File: src/panel_defines.vh
// constants for the trip unit front-panel test sequencer
`ifndef PANEL_DEFINES_VH
`define PANEL_DEFINES_VH
// timing
`define CLK_PERIOD_NS 20
`define TENTH_SEC_NS 100000000
`define TICK_CYCLES (`TENTH_SEC_NS / `CLK_PERIOD_NS)
`define ELAPSED_MAX 10'h03E7
// register offsets
`define REG_PICKUP_LD 6'h00
`define REG_PICKUP_SD 6'h04
`define REG_PICKUP_INST 6'h08
`define REG_PICKUP_GND 6'h0C
`define REG_DELAY_LD 6'h10
`define REG_DELAY_SD 6'h14
`define REG_DELAY_GND 6'h18
`define REG_PLUG 6'h1C
`define REG_STATUS 6'h20
`define REG_ELAPSED 6'h24
`define REG_INT_STAT 6'h28
`define REG_INT_MASK 6'h2C
// reset values
`define RST_PICKUP 8'hFF
`define RST_DELAY 12'h000
`define RST_PLUG 8'h00
`define RST_MASK 4'h0
// selector positions
`define SEL_X1 3'h0
`define SEL_X2 3'h1
`define SEL_X3 3'h2
`define SEL_PHASE_TRIP 3'h3
`define SEL_X8 3'h4
`define SEL_X10 3'h5
`define SEL_GND_CHECK 3'h6
`define SEL_GND_TRIP 3'h7
// simulated test levels, tenths of plug rating
`define LVL_X1 8'h0A
`define LVL_X2 8'h14
`define LVL_X3 8'h1E
`define LVL_X6 8'h3C
`define LVL_X8 8'h50
`define LVL_X10 8'h64
`define LVL_GND 8'h0A
// load abort threshold, percent of plug rating
`define LOAD_ABORT_PCT 8'h28
// function index / led bit / cause code
`define FN_LD 2'h0
`define FN_SD 2'h1
`define FN_INST 2'h2
`define FN_GND 2'h3
// pointer positions
`define PTR_PHASE_A 2'h0
`define PTR_GROUND 2'h3
// display modes
`define DISP_BLANK 2'h0
`define DISP_TIME 2'h1
`define DISP_MSG 2'h2
`define DISP_CURRENT 2'h3
// interrupt bits
`define IRQ_DONE 0
`define IRQ_TRIP 1
`define IRQ_ABORT 2
`define IRQ_FAULT 3
`endif

File: src/panel_button.v
// pushbutton press and release edge detector
`timescale 1ns/10ps
module panel_button (
  // clock and reset
  input wire clk,
  input wire rst_n,
  // button level, high while held
  input wire level,
  // one-cycle edges
  output wire press,
  output wire release_ev
);
  reg prev; // level one cycle ago

  // remember last level
  always @(posedge clk or negedge rst_n) begin
    if (!rst_n) begin
      prev <= 1'b0;
    end else begin
      prev <= level;
    end
  end

  assign press = level & ~prev;
  assign release_ev = ~level & prev;
endmodule

File: src/trip_unit_test_panel_sequencer.v
// front-panel test sequencer of a breaker trip unit
//
// Notes on behaviour
// - test starts on release of test button
// - positions 1,2,3,8,10 and ground check never trip
// - no-trip test lights functions, shows delay
// - step after no-trip keeps delay, no current
// - running clock shown, rolls over after 99.9
// - trip reset after no-trip clears leds, display
// - real fault overrides test and trips breaker
// - trip reset accepted anytime, aborts test
// - only phase and ground trip positions trip
// - test message while held, then running clock
// - trip test trips, lights led, shows code
// - step clears code, shows test current in kA
// - trip positions never show trip time
// - trip reset clears leds, current, pointer home
// - battery led on while check held and healthy
// - cause leds kept without control power
// - load above 40 percent aborts test
`timescale 1ns/10ps
`include "panel_defines.vh"
module trip_unit_test_panel_sequencer #(
  parameter TICK_CYCLES = `TICK_CYCLES
) (
  // clock and reset
  input wire clk,
  input wire rstn,
  // register port
  input wire [5:0] addr,
  input wire [31:0] wdata,
  input wire wr,
  input wire rd,
  output reg [31:0] rdata,
  // front panel inputs
  input wire [2:0] selector,
  input wire test_btn,
  input wire step_btn,
  input wire reset_btn,
  input wire batt_check_btn,
  // plant status
  input wire batt_ok,
  input wire ctrl_pwr,
  input wire [7:0] load_pct,
  input wire fault_trip,
  input wire [3:0] fault_cause,
  // panel outputs
  output reg [3:0] func_led,
  output reg [1:0] pointer,
  output reg [1:0] disp_mode,
  output reg [15:0] disp_value,
  output wire test_msg,
  output wire batt_led,
  // breaker and interrupt
  output reg trip_cmd,
  output wire irq
);
  ////////////////////////////////////////////////////////////////
  // states
  localparam S_IDLE = 3'h0;
  localparam S_ARMED = 3'h1;
  localparam S_RUN = 3'h2;
  localparam S_DONE_NT = 3'h3;
  localparam S_DONE_TRIP = 3'h4;

  ////////////////////////////////////////////////////////////////
  // functions
  // simulated test level of a selector position
  function [7:0] test_level;
    input [2:0] sel;
    begin
      case (sel)
        `SEL_X1: test_level = `LVL_X1;
        `SEL_X2: test_level = `LVL_X2;
        `SEL_X3: test_level = `LVL_X3;
        `SEL_PHASE_TRIP: test_level = `LVL_X6;
        `SEL_X8: test_level = `LVL_X8;
        `SEL_X10: test_level = `LVL_X10;
        default: test_level = `LVL_GND;
      endcase
    end
  endfunction

  // ground positions test the ground element only
  function is_ground;
    input [2:0] sel;
    begin
      is_ground = (sel == `SEL_GND_CHECK) || (sel == `SEL_GND_TRIP);
    end
  endfunction

  ////////////////////////////////////////////////////////////////
  // reset release
  reg rst_s1;
  reg rst_n;
  always @(posedge clk or negedge rstn) begin
    if (!rstn) begin
      rst_s1 <= 1'b0;
      rst_n <= 1'b0;
    end else begin
      rst_s1 <= 1'b1;
      rst_n <= rst_s1;
    end
  end

  ////////////////////////////////////////////////////////////////
  // buttons
  wire test_press;
  wire test_rel;
  wire step_press;
  wire reset_press;
  wire reset_rel;
  panel_button u_test (
    .clk(clk), .rst_n(rst_n), .level(test_btn),
    .press(test_press), .release_ev(test_rel)
  );
  panel_button u_step (
    .clk(clk), .rst_n(rst_n), .level(step_btn),
    .press(step_press), .release_ev()
  );
  panel_button u_reset (
    .clk(clk), .rst_n(rst_n), .level(reset_btn),
    .press(reset_press), .release_ev(reset_rel)
  );

  ////////////////////////////////////////////////////////////////
  // registers
  reg [7:0] pickup_ld; // tenths of plug rating
  reg [7:0] pickup_sd;
  reg [7:0] pickup_inst;
  reg [7:0] pickup_gnd;
  reg [11:0] delay_ld; // tenths of a second
  reg [11:0] delay_sd;
  reg [11:0] delay_gnd;
  reg [7:0] plug; // plug rating, 0.01 kA units
  reg [3:0] int_stat; // sticky events
  reg [3:0] int_mask;
  reg [3:0] events; // one-cycle events this cycle

  // sequencer state
  reg [2:0] state;
  reg [2:0] test_sel; // selector caught at start
  reg [22:0] div_cnt; // tenth-second divider
  reg [9:0] elapsed; // shown clock
  reg [11:0] run_total; // clock without rollover
  reg [1:0] msg_left; // step presses left to clear code
  reg [1:0] cause; // acting function of a trip test

  ////////////////////////////////////////////////////////////////
  // acting function of the latched test
  reg [3:0] below; // functions under test level
  reg [1:0] act_fn;
  reg [11:0] act_delay;
  reg [7:0] lvl;
  always @* begin
    lvl = test_level(test_sel);
    below = 4'h0;
    if (is_ground(test_sel)) begin
      below[`FN_GND] = pickup_gnd < lvl;
    end else begin
      below[`FN_LD] = pickup_ld < lvl;
      below[`FN_SD] = pickup_sd < lvl;
      below[`FN_INST] = pickup_inst < lvl;
    end
    // fastest function acts first
    if (below[`FN_INST]) begin
      act_fn = `FN_INST;
      act_delay = 12'h000;
    end else if (below[`FN_SD]) begin
      act_fn = `FN_SD;
      act_delay = delay_sd;
    end else if (below[`FN_GND]) begin
      act_fn = `FN_GND;
      act_delay = delay_gnd;
    end else begin
      act_fn = `FN_LD;
      act_delay = delay_ld;
    end
  end

  wire trip_pos = (test_sel == `SEL_PHASE_TRIP) || (test_sel == `SEL_GND_TRIP);
  wire tick = (div_cnt == TICK_CYCLES - 1);
  wire busy = (state == S_ARMED) || (state == S_RUN);
  wire overload = load_pct > `LOAD_ABORT_PCT;
  wire abort = busy && (reset_press || overload || fault_trip);
  wire reach = (act_delay == 12'h000) || (tick && (run_total + 12'h001 >= act_delay));
  wire [15:0] test_current = test_level(test_sel) * plug; // 0.001 kA units
  wire ptr_ok = is_ground(test_sel) ? (pointer == `PTR_GROUND) : (pointer == `PTR_PHASE_A);

  assign test_msg = (state == S_ARMED) && trip_pos;
  assign batt_led = batt_check_btn && batt_ok;
  assign irq = |(int_stat & int_mask);

  ////////////////////////////////////////////////////////////////
  // tenth-second divider, runs only during a test
  always @(posedge clk or negedge rst_n) begin
    if (!rst_n) begin
      div_cnt <= 23'h00_0000;
    end else if (state != S_RUN || tick) begin
      div_cnt <= 23'h00_0000;
    end else begin
      div_cnt <= div_cnt + 23'h00_0001;
    end
  end

  ////////////////////////////////////////////////////////////////
  // sequencer
  always @(posedge clk or negedge rst_n) begin
    if (!rst_n) begin
      state <= S_IDLE;
      test_sel <= `SEL_X1;
      elapsed <= 10'h000;
      run_total <= 12'h000;
      msg_left <= 2'h0;
      cause <= `FN_LD;
      func_led <= 4'h0;
      pointer <= `PTR_PHASE_A;
      disp_mode <= `DISP_BLANK;
      disp_value <= 16'h0000;
      trip_cmd <= 1'b0;
      events <= 4'h0;
    end else begin
      trip_cmd <= 1'b0;
      events <= 4'h0;
      if (abort) begin
        // abandon test, clear its indication
        state <= S_IDLE;
        disp_mode <= `DISP_BLANK;
        events[`IRQ_ABORT] <= 1'b1;
      end else begin
        case (state)
          S_IDLE: begin
            if (test_press && ctrl_pwr) begin
              state <= S_ARMED;
              test_sel <= selector;
            end else if (reset_rel && ctrl_pwr) begin
              // no power: cause leds stay lit on battery
              func_led <= 4'h0;
            end
            if (step_press) begin
              pointer <= pointer + 2'h1;
            end
          end
          S_ARMED: begin
            if (test_rel) begin
              // test begins on release
              state <= S_RUN;
              test_sel <= selector;
              elapsed <= 10'h000;
              run_total <= 12'h000;
              disp_mode <= `DISP_TIME;
              disp_value <= 16'h0000;
            end
          end
          S_RUN: begin
            if (tick) begin
              // shown clock wraps past 99.9 s
              elapsed <= (elapsed == `ELAPSED_MAX) ? 10'h000 : elapsed + 10'h001;
              disp_value <= (elapsed == `ELAPSED_MAX) ? 16'h0000 : {6'h00, elapsed + 10'h001};
              run_total <= run_total + 12'h001;
            end
            if (below == 4'h0) begin
              // nothing would act
              state <= S_IDLE;
              disp_mode <= `DISP_BLANK;
              events[`IRQ_DONE] <= 1'b1;
            end else if (reach && trip_pos) begin
              state <= S_DONE_TRIP;
              trip_cmd <= 1'b1;
              func_led <= func_led | (4'h1 << act_fn);
              cause <= act_fn;
              disp_mode <= `DISP_MSG;
              disp_value <= {14'h0000, act_fn};
              msg_left <= (act_fn == `FN_LD) ? 2'h2 : 2'h1;
              events[`IRQ_TRIP] <= 1'b1;
            end else if (reach) begin
              // no-trip: leds of each function under test level, would-be delay
              state <= S_DONE_NT;
              func_led <= func_led | below;
              disp_mode <= `DISP_TIME;
              disp_value <= {4'h0, act_delay};
              events[`IRQ_DONE] <= 1'b1;
            end
          end
          S_DONE_NT: begin
            if (step_press) begin
              // delay value stays, no current shown
              pointer <= pointer + 2'h1;
            end
            if (reset_rel && ctrl_pwr) begin
              state <= S_IDLE;
              func_led <= 4'h0;
              disp_mode <= `DISP_BLANK;
              disp_value <= 16'h0000;
            end
          end
          S_DONE_TRIP: begin
            if (step_press) begin
              if (msg_left != 2'h0) begin
                msg_left <= msg_left - 2'h1;
              end else begin
                pointer <= pointer + 2'h1;
              end
            end
            // code first, then current at the matching pointer
            if (msg_left != 2'h0) begin
              disp_mode <= `DISP_MSG;
              disp_value <= {14'h0000, cause};
            end else if (ptr_ok) begin
              disp_mode <= `DISP_CURRENT;
              disp_value <= test_current;
            end else begin
              disp_mode <= `DISP_BLANK;
            end
            if (reset_rel && ctrl_pwr) begin
              state <= S_IDLE;
              func_led <= 4'h0;
              disp_mode <= `DISP_BLANK;
              disp_value <= 16'h0000;
              pointer <= `PTR_PHASE_A;
              msg_left <= 2'h0;
            end
          end
          default: begin
            state <= S_IDLE;
          end
        endcase
      end
      if (fault_trip) begin
        // protection wins over any test, cause leds win over a clear
        trip_cmd <= 1'b1;
        events[`IRQ_FAULT] <= 1'b1;
        func_led <= func_led | fault_cause;
      end
    end
  end

  ////////////////////////////////////////////////////////////////
  // register writes
  always @(posedge clk or negedge rst_n) begin
    if (!rst_n) begin
      pickup_ld <= `RST_PICKUP;
      pickup_sd <= `RST_PICKUP;
      pickup_inst <= `RST_PICKUP;
      pickup_gnd <= `RST_PICKUP;
      delay_ld <= `RST_DELAY;
      delay_sd <= `RST_DELAY;
      delay_gnd <= `RST_DELAY;
      plug <= `RST_PLUG;
      int_mask <= `RST_MASK;
    end else if (wr) begin
      case (addr)
        `REG_PICKUP_LD: pickup_ld <= wdata[7:0];
        `REG_PICKUP_SD: pickup_sd <= wdata[7:0];
        `REG_PICKUP_INST: pickup_inst <= wdata[7:0];
        `REG_PICKUP_GND: pickup_gnd <= wdata[7:0];
        `REG_DELAY_LD: delay_ld <= wdata[11:0];
        `REG_DELAY_SD: delay_sd <= wdata[11:0];
        `REG_DELAY_GND: delay_gnd <= wdata[11:0];
        `REG_PLUG: plug <= wdata[7:0];
        `REG_INT_MASK: int_mask <= wdata[3:0];
        default: ;
      endcase
    end
  end

  ////////////////////////////////////////////////////////////////
  // sticky events, read clears, new event wins
  always @(posedge clk or negedge rst_n) begin
    if (!rst_n) begin
      int_stat <= 4'h0;
    end else if (rd && addr == `REG_INT_STAT) begin
      int_stat <= events;
    end else begin
      int_stat <= int_stat | events;
    end
  end

  ////////////////////////////////////////////////////////////////
  // read data, one cycle after the strobe
  always @(posedge clk or negedge rst_n) begin
    if (!rst_n) begin
      rdata <= 32'h0000_0000;
    end else if (rd) begin
      case (addr)
        `REG_PICKUP_LD: rdata <= {24'h00_0000, pickup_ld};
        `REG_PICKUP_SD: rdata <= {24'h00_0000, pickup_sd};
        `REG_PICKUP_INST: rdata <= {24'h00_0000, pickup_inst};
        `REG_PICKUP_GND: rdata <= {24'h00_0000, pickup_gnd};
        `REG_DELAY_LD: rdata <= {20'h0_0000, delay_ld};
        `REG_DELAY_SD: rdata <= {20'h0_0000, delay_sd};
        `REG_DELAY_GND: rdata <= {20'h0_0000, delay_gnd};
        `REG_PLUG: rdata <= {24'h00_0000, plug};
        `REG_STATUS: rdata <= {21'h00_0000, state, msg_left, pointer, func_led};
        `REG_ELAPSED: rdata <= {20'h0_0000, run_total};
        `REG_INT_STAT: rdata <= {28'h000_0000, int_stat};
        `REG_INT_MASK: rdata <= {28'h000_0000, int_mask};
        default: rdata <= 32'h0000_0000;
      endcase
    end else begin
      rdata <= 32'h0000_0000;
    end
  end
endmodule

File: config.mk
export PLATFORM = sky130hd
export DESIGN_NAME = trip_unit_test_panel_sequencer
export DESIGN_NICKNAME = d
export VERILOG_FILES = /design/src/panel_button.v /design/src/trip_unit_test_panel_sequencer.v
export VERILOG_INCLUDE_DIRS = /design/src
export SDC_FILE = /design/constraint.sdc
export NUM_CORES = 1
export LEC_CHECK = 0
export BUFFER_PORTS_ARGS = -buffer_cell sky130_fd_sc_hd__buf_2
export CORE_MARGIN = 3
export CORE_UTILIZATION = 40
export DETAILED_ROUTE_END_ITERATION = 6
export GPL_ROUTABILITY_DRIVEN = 0
export GPL_TIMING_DRIVEN = 0
export HOLD_SLACK_MARGIN = 0.08
export PLACE_DENSITY_LB_ADDON = 0.12
export SKIP_CTS_REPAIR_TIMING = 1
export SYNTH_ARGS = -nofsm -noshare
export SYNTH_HDL_FRONTEND = slang
export SYNTH_HIERARCHICAL = 1
export SYNTH_SLANG_ARGS = --single-unit
export TNS_END_PERCENT = 100
File: constraint.sdc
create_clock -name clk -period 12.9 [get_ports clk]
set_clock_uncertainty 0.1 [all_clocks]
set_input_delay 0.645 -clock clk [delete_from_list [all_inputs] [get_ports clk]]
set_output_delay 0.645 -clock clk [all_outputs]
set_load 0.02 [all_outputs]
==> results of run 1 <==
## metrics by stage
stage / utilization [%] / hold slack (ns) / total power, mW
floorplan: - / 0.231 / 1.10
global placement: 44.3 / 0.237 / 1.29
detailed placement: 44.6 / 0.0916 / 1.31
CTS: 46.8 / -0.163 / 1.93
global route: 46.9 / 0.111 / 2.02
finish: 46.9 / 0.0862 / 1.92
## worst paths after layout
kind	start	to	slack, ns	cells after the start
setup / recovery	is_ground.sel[1]	cause[1]	5.37	24
hold / removal	rst_n	run_total[8]	0.09	0
setup reg to reg	is_ground.sel[1]	cause[1]	5.37	24
hold reg to reg	rst_n	run_total[8]	0.09	0
max in group asynchronous	rst_n	pickup_ld[6]	11.65	2
min in group clk	step_btn	u_step/prev	0.21	1
## worst register-to-register path: stages, from the launching register on
cell       delay, ns
dfrtp_1         0.38
buf_2           0.22
inv_1           0.09
ha_1            0.33
nor3_1          0.14
a21oi_1         0.06
o22ai_1         0.61
inv_1           0.33
ha_1            0.37
nand4b_1        0.16
o31ai_1         0.86
clkbuf_1        0.53
nor2_1          0.09
a21oi_1         0.38
nand2_1         0.13
ha_1            0.30
o2111ai_1       0.12
o21ai_0         0.24
nand2_1         0.08
o311ai_0        0.42
or2_0           0.17
clkbuf_1        0.32
a21oi_2         0.17
nor4_4          0.50
mux2_1          0.37
## state kept, by name (all words and copies together) (netlist names), 3 cells and up
register / cells
rdata: 12
div_cnt: 23
pickup_sd: 8
disp_value: 16
func_led: 4
is_ground.sel: 3
pickup_ld: 8
pickup_inst: 8
plug: 8
state: 3
delay_gnd: 12
run_total: 12
int_stat: 4
events: 4
delay_ld: 12
elapsed: 10
pickup_gnd: 8
delay_sd: 12
int_mask: 4
## per-layer routing
layer	share of wire, %	routed length (um)
met1	45	17100
met2	46	17400
met3	7.0	2660
met4	2.3	856
met5	0	0
## cell type report
class                      instances  area share [%]
sequential                       185            33.3
tap                              390            3.48
buffer                            79            2.70
inverter                          57            1.52
clock buffer                      17            3.03
multi-input combinational        968            50.7
timing repair buffer              84            3.51
clock inverter                    15            1.80
## placed cells by master, fill, tap and decap left out, drive strengths merged, types with 9 or more instances in the layout
master and count:
a22oi 10, dfrtp 153, dfstp 32, xor2 26, nand2 141, nand2b 12, and3 21, conb 21
inv 63, ha 75, and2 34, a21o 14, nor3 20, clkbuf 64, mux2 90, nor2b 15
nand3 42, a21oi 59, mux2i 18, fa 25, xnor2 17, o21ai 71, nor2 88, o31ai 14
a2111oi 9, a31oi 15, buf 115
## power by group through the flow
stage | clock network (mW) | registers [mW] | logic, mW
finish | 0.614 | 0.696 | 0.607
global route | 0.649 | 0.703 | 0.671
CTS | 0.628 | 0.695 | 0.606
detailed placement | 0 | 0.706 | 0.601
global placement | 0 | 0.716 | 0.577
floorplan | 0 | 0.700 | 0.401
==> results.cfg, run 1 <==
[status]
status = complete, no violations

[finish]
layout-drive-gt1-share_pct = 20.4
multiInputGateArea_mm2 = 0.00711
fillerInstances = 2909
area_growth_pct = 14.1
final_area_mm2 = 0.0140
finalNonFillerCells = 1795
fin_nets = 1556
n_antenna_cell = 0
seqCellArea_mm2 = 0.00467

[timing]
fmax_ghz = 0.133
slew_violations = 0
rsz0062_at_grt = false
post-route-period-util_pct = 58.4
worst_pin_slew_ns = 1.22
tns_ns = 0
period_needed_ns = 7.53
layout_setup_ws_ns = 5.37
finalHoldViolations = 0
finalSetupViolCount = 0
slew_headroom_pct = 18.4

[clocking]
htree_levels = 4
cts.sinks = 185
ctsRootBufferMaster = clkbuf_16
clk_latency_ns = 0.46
cts.clk_slew.worst_paths_ns = 0.08
ctsLongestPathBuffers = 2
numCtsBuffers = 17
cts_tree = done

[global_routing]
grtUsageMet2_pct = 35.8
grt_use_met3_pct = 5.27
grt_pass1_wl_mm = 59.2
track_usage_pct = 23.0
grt.busiest_layer = met2
grt_use_met1_pct = 32.3
grt_pass1_vias = 10200
antenna_found_initial = 0
grt_max_degree = 63
overflow = 0

[pwr]
vdd_drop_max_mv = 0.108
sequentialPowerShare_pct = 36.3
power_density_mw_per_mm2 = 136
clockPowerShare_pct = 32.0
switching_power_mw = 0.718
switching_share_pct = 37.4
power.leakage_nw = 6.41
internal-power_mw = 1.20
comb_power_share_pct = 31.7

[die]
start_util_pct = 41.1
coreArea_mm2 = 0.0300
die_x_um = 181
core.rowCount = 63
die_h_um = 181
io_pins = 124
dieArea_mm2 = 0.0329

[worst_setup_path]
crit_type = register to register
critical_path.max_fanout = 10
cp_top_family = compound AO/OA/AOI/OAI gates
critPathRequiredTime_ns = 13.14
cpPeakStageDelay_ns = 0.86
critPathMostFrequentCell = ha_1
critPathBufInv = 5
path_cells = buf_2, inv_1, ha_1, nor3_1, a21oi_1, o22ai_1, inv_1, ha_1, nand4b_1, o31ai_1, clkbuf_1, nor2_1, a21oi_1, nand2_1, ha_1, o2111ai_1, o21ai_0, nand2_1, o311ai_0, or2_0, clkbuf_1, a21oi_2, nor4_4, mux2_1
crit_slowest_cell = o31ai_1
cp-start-kind = register
worstPathArrival_ns = 7.77
endpoint_kind = register

[detailed_routing]
wire_per_inst_um = 21.2
drt_iter0_drc = 850
dr.pass1.iters = 5
vias = 10300
drc = 0
via_per_inst = 5.72
wl_mm = 38.0
antenna_left = 0

[yosys]
syn_area_mm2 = 0.0123
yosysWarnings = 6
synthCells = 1270
avgSynthCellArea_um2 = 9.69

[place]
dp_slack_ns = 5.44
io_buffer_count = 80
dp.cells = 1762
placed_cell_area_mm2 = 0.0134
hpwl_mm = 28.9

[worst_hold_path]
hold_path_class = register to asynchronous set/reset pin

[flow_run]
maxCapViolCount = 0
(Power assumes the default switching activity.)
==> run 2, diff against run 1 <==
==> constraint.sdc (replaced) <==
create_clock -name clk -period 7 [get_ports clk]
set_clock_uncertainty 0.1 [all_clocks]
set_input_delay 0.35 -clock clk [delete_from_list [all_inputs] [get_ports clk]]
set_output_delay 0.35 -clock clk [all_outputs]
set_load 0.02 [all_outputs]
==> run 2 against run 1 <==
  * Largest power group unchanged
  * Maximum frequency grew 13%
  * Register-to-register slack lost 5.0 ns
  * Sequential share of layout area shrank 0.30 points
  * Sequential cell count is the same
  * Utilization grew 0.42 points
  * Largest cell class unchanged
  * Combinational power grew 88%
  * Highest routed layer unchanged
  * Cell count grew 0.56%
  * Critical path type unchanged
  * Power grew 85%
  * Non-clock buffer count grew 10
  * Critical endpoint unchanged
  * Worst hold slack lost 0.0086 ns
  * Clock-buffer cell count is the same
  * Setup slack lost 5.0 ns
==> results.cfg, run 2 (synthesis results as in run 1) <==
[status]
status = complete, no violations

[timing]
slew_violations = 0
finalSetupViolCount = 0
rsz0062_at_grt = true
post-route-period-util_pct = 94.9
worst_pin_slew_ns = 1.22
slew_headroom_pct = 18.4
fmax_ghz = 0.151
finalHoldViolations = 0
tns_ns = 0
layout_setup_ws_ns = 0.358
period_needed_ns = 6.64

[clocking]
cts.clk_slew.worst_paths_ns = 0.08
ctsRootBufferMaster = clkbuf_16
cts_tree = done
clk_latency_ns = 0.45
cts.sinks = 185
numCtsBuffers = 17
ctsLongestPathBuffers = 2
htree_levels = 4

[global_routing]
track_usage_pct = 23.0
grt_max_degree = 63
grt_pass1_wl_mm = 59.2
antenna_found_initial = 0
grt_pass1_vias = 10200
overflow = 0

[finish]
layout-drive-gt1-share_pct = 20.8
finalCoreUtilization_pct = 47.3
regMostFlops = div_cnt
fillerInstances = 2901
largest_register_ffs = 23
layout_commonest_cell = dfrtp_1
area_growth_pct = 15.1
finalNonFillerCells = 1805
layout_common_cells = 152 x dfrtp_1, 141 x nand2_1, 88 x nor2_1, 88 x mux2_2, 86 x buf_2
fin_nets = 1566
reg.largest.list = div_cnt (23), disp_value (16)
n_antenna_cell = 0

[pwr]
power_mw = 3.55
power_density_mw_per_mm2 = 251
power.leakage_nw = 6.46
vdd_drop_max_mv = 0.200

[die]
coreArea_mm2 = 0.0300
start_util_pct = 41.1
dieArea_mm2 = 0.0329
die_x_um = 181
io_pins = 124
core.rowCount = 63
die_h_um = 181

[worst_setup_path]
cp-start-kind = register
endpoint_kind = register
critical_path.max_fanout = 10
critPathRequiredTime_ns = 7.24
worstPathArrival_ns = 6.88
startpoint = is_ground.sel[1]
r2r-start = is_ground.sel[1]
crit_type = register to register

[worst_hold_path]
hold_path_class = primary input to register
worstHoldStart = fault_cause[1]

[detailed_routing]
dr.pass1.iters = 7
drt_iter0_drc = 894
drc = 0
wl_mm = 38.1
vias = 10300
via_per_inst = 5.69
wire_per_inst_um = 21.1
antenna_left = 0

[place]
dp_slack_ns = -0.457
dp.cells = 1762
hpwl_mm = 28.9
io_buffer_count = 80

[flow_run]
maxCapViolCount = 0
-- run 2: area by class of cell --
class	instances	area [um^2]	share of cell area [%]
Multi-Input combinational cell	968	7140	50.4
Sequential cell	185	4670	33.0
Timing Repair Buffer	94	588	4.15
Tap cell	390	488	3.44
Clock buffer	17	425	3.00
Buffer	79	382	2.69
Clock inverter	15	253	1.78
Inverter	57	214	1.51
-- run 2: power breakdown --
part	switching [mW]	internal, mW
logic	0.718	0.419
registers	0.105	1.18
clock network	0.509	0.622
total	1.33	2.22
-- run 2: worst paths after layout --
kind / endpoint / slack [ns] / depth (start not counted)
setup / recovery: cause[1] / 0.36 / 26
hold reg to reg: run_total[4] / 0.09 / 0
hold / removal: func_led[1] / 0.08 / 3
setup reg to reg: cause[1] / 0.36 / 26
max in group asynchronous: pickup_ld[6] / 5.76 / 2
min in group asynchronous: run_total[4] / 0.09 / 0
-- run 2: worst max-delay path, cell delays in order (launching register included) --
cell and delay, ns:
dfrtp_1 0.39, buf_2 0.24, inv_1 0.10, ha_1 0.36
nor3_1 0.15, a21oi_1 0.09, o22ai_4 0.29, inv_1 0.22
ha_1 0.23, a21o_1 0.19, a2111oi_2 0.53, o31a_1 0.21
buf_2 0.26, buf_2 0.27, nand2_1 0.10, o21ai_1 0.27
nand2_1 0.14, ha_1 0.30, o2111ai_1 0.09, o21ai_0 0.24
nor2b_1 0.11, a2111oi_2 0.32, or2_0 0.15, clkbuf_1 0.33
a21oi_2 0.17, nor4_4 0.33, mux2_1 0.36
-- run 2: layer usage --
layer / vias to the layer above / track usage (%) / wire (um)
met1: 5049 / 32.3 / 17200
met2: 397 / 35.8 / 17300
met4: 0 / 6.70 / 1050
li1: 4767 / - / -
met5: - / 0 / 0
met3: 66 / 5.27 / 2640
-- run 2: through the flow --
| step | area [um^2] | hold slack, ns |
|---|---|---|
| floorplan | 12400 | -0.0456 |
| global placement | 13300 | 0.0356 |
| detailed placement | 13400 | 0.0367 |
| CTS | 14000 | -0.458 |
| global route | 14200 | 0.0867 |
| finish | 14200 | 0.0776 |
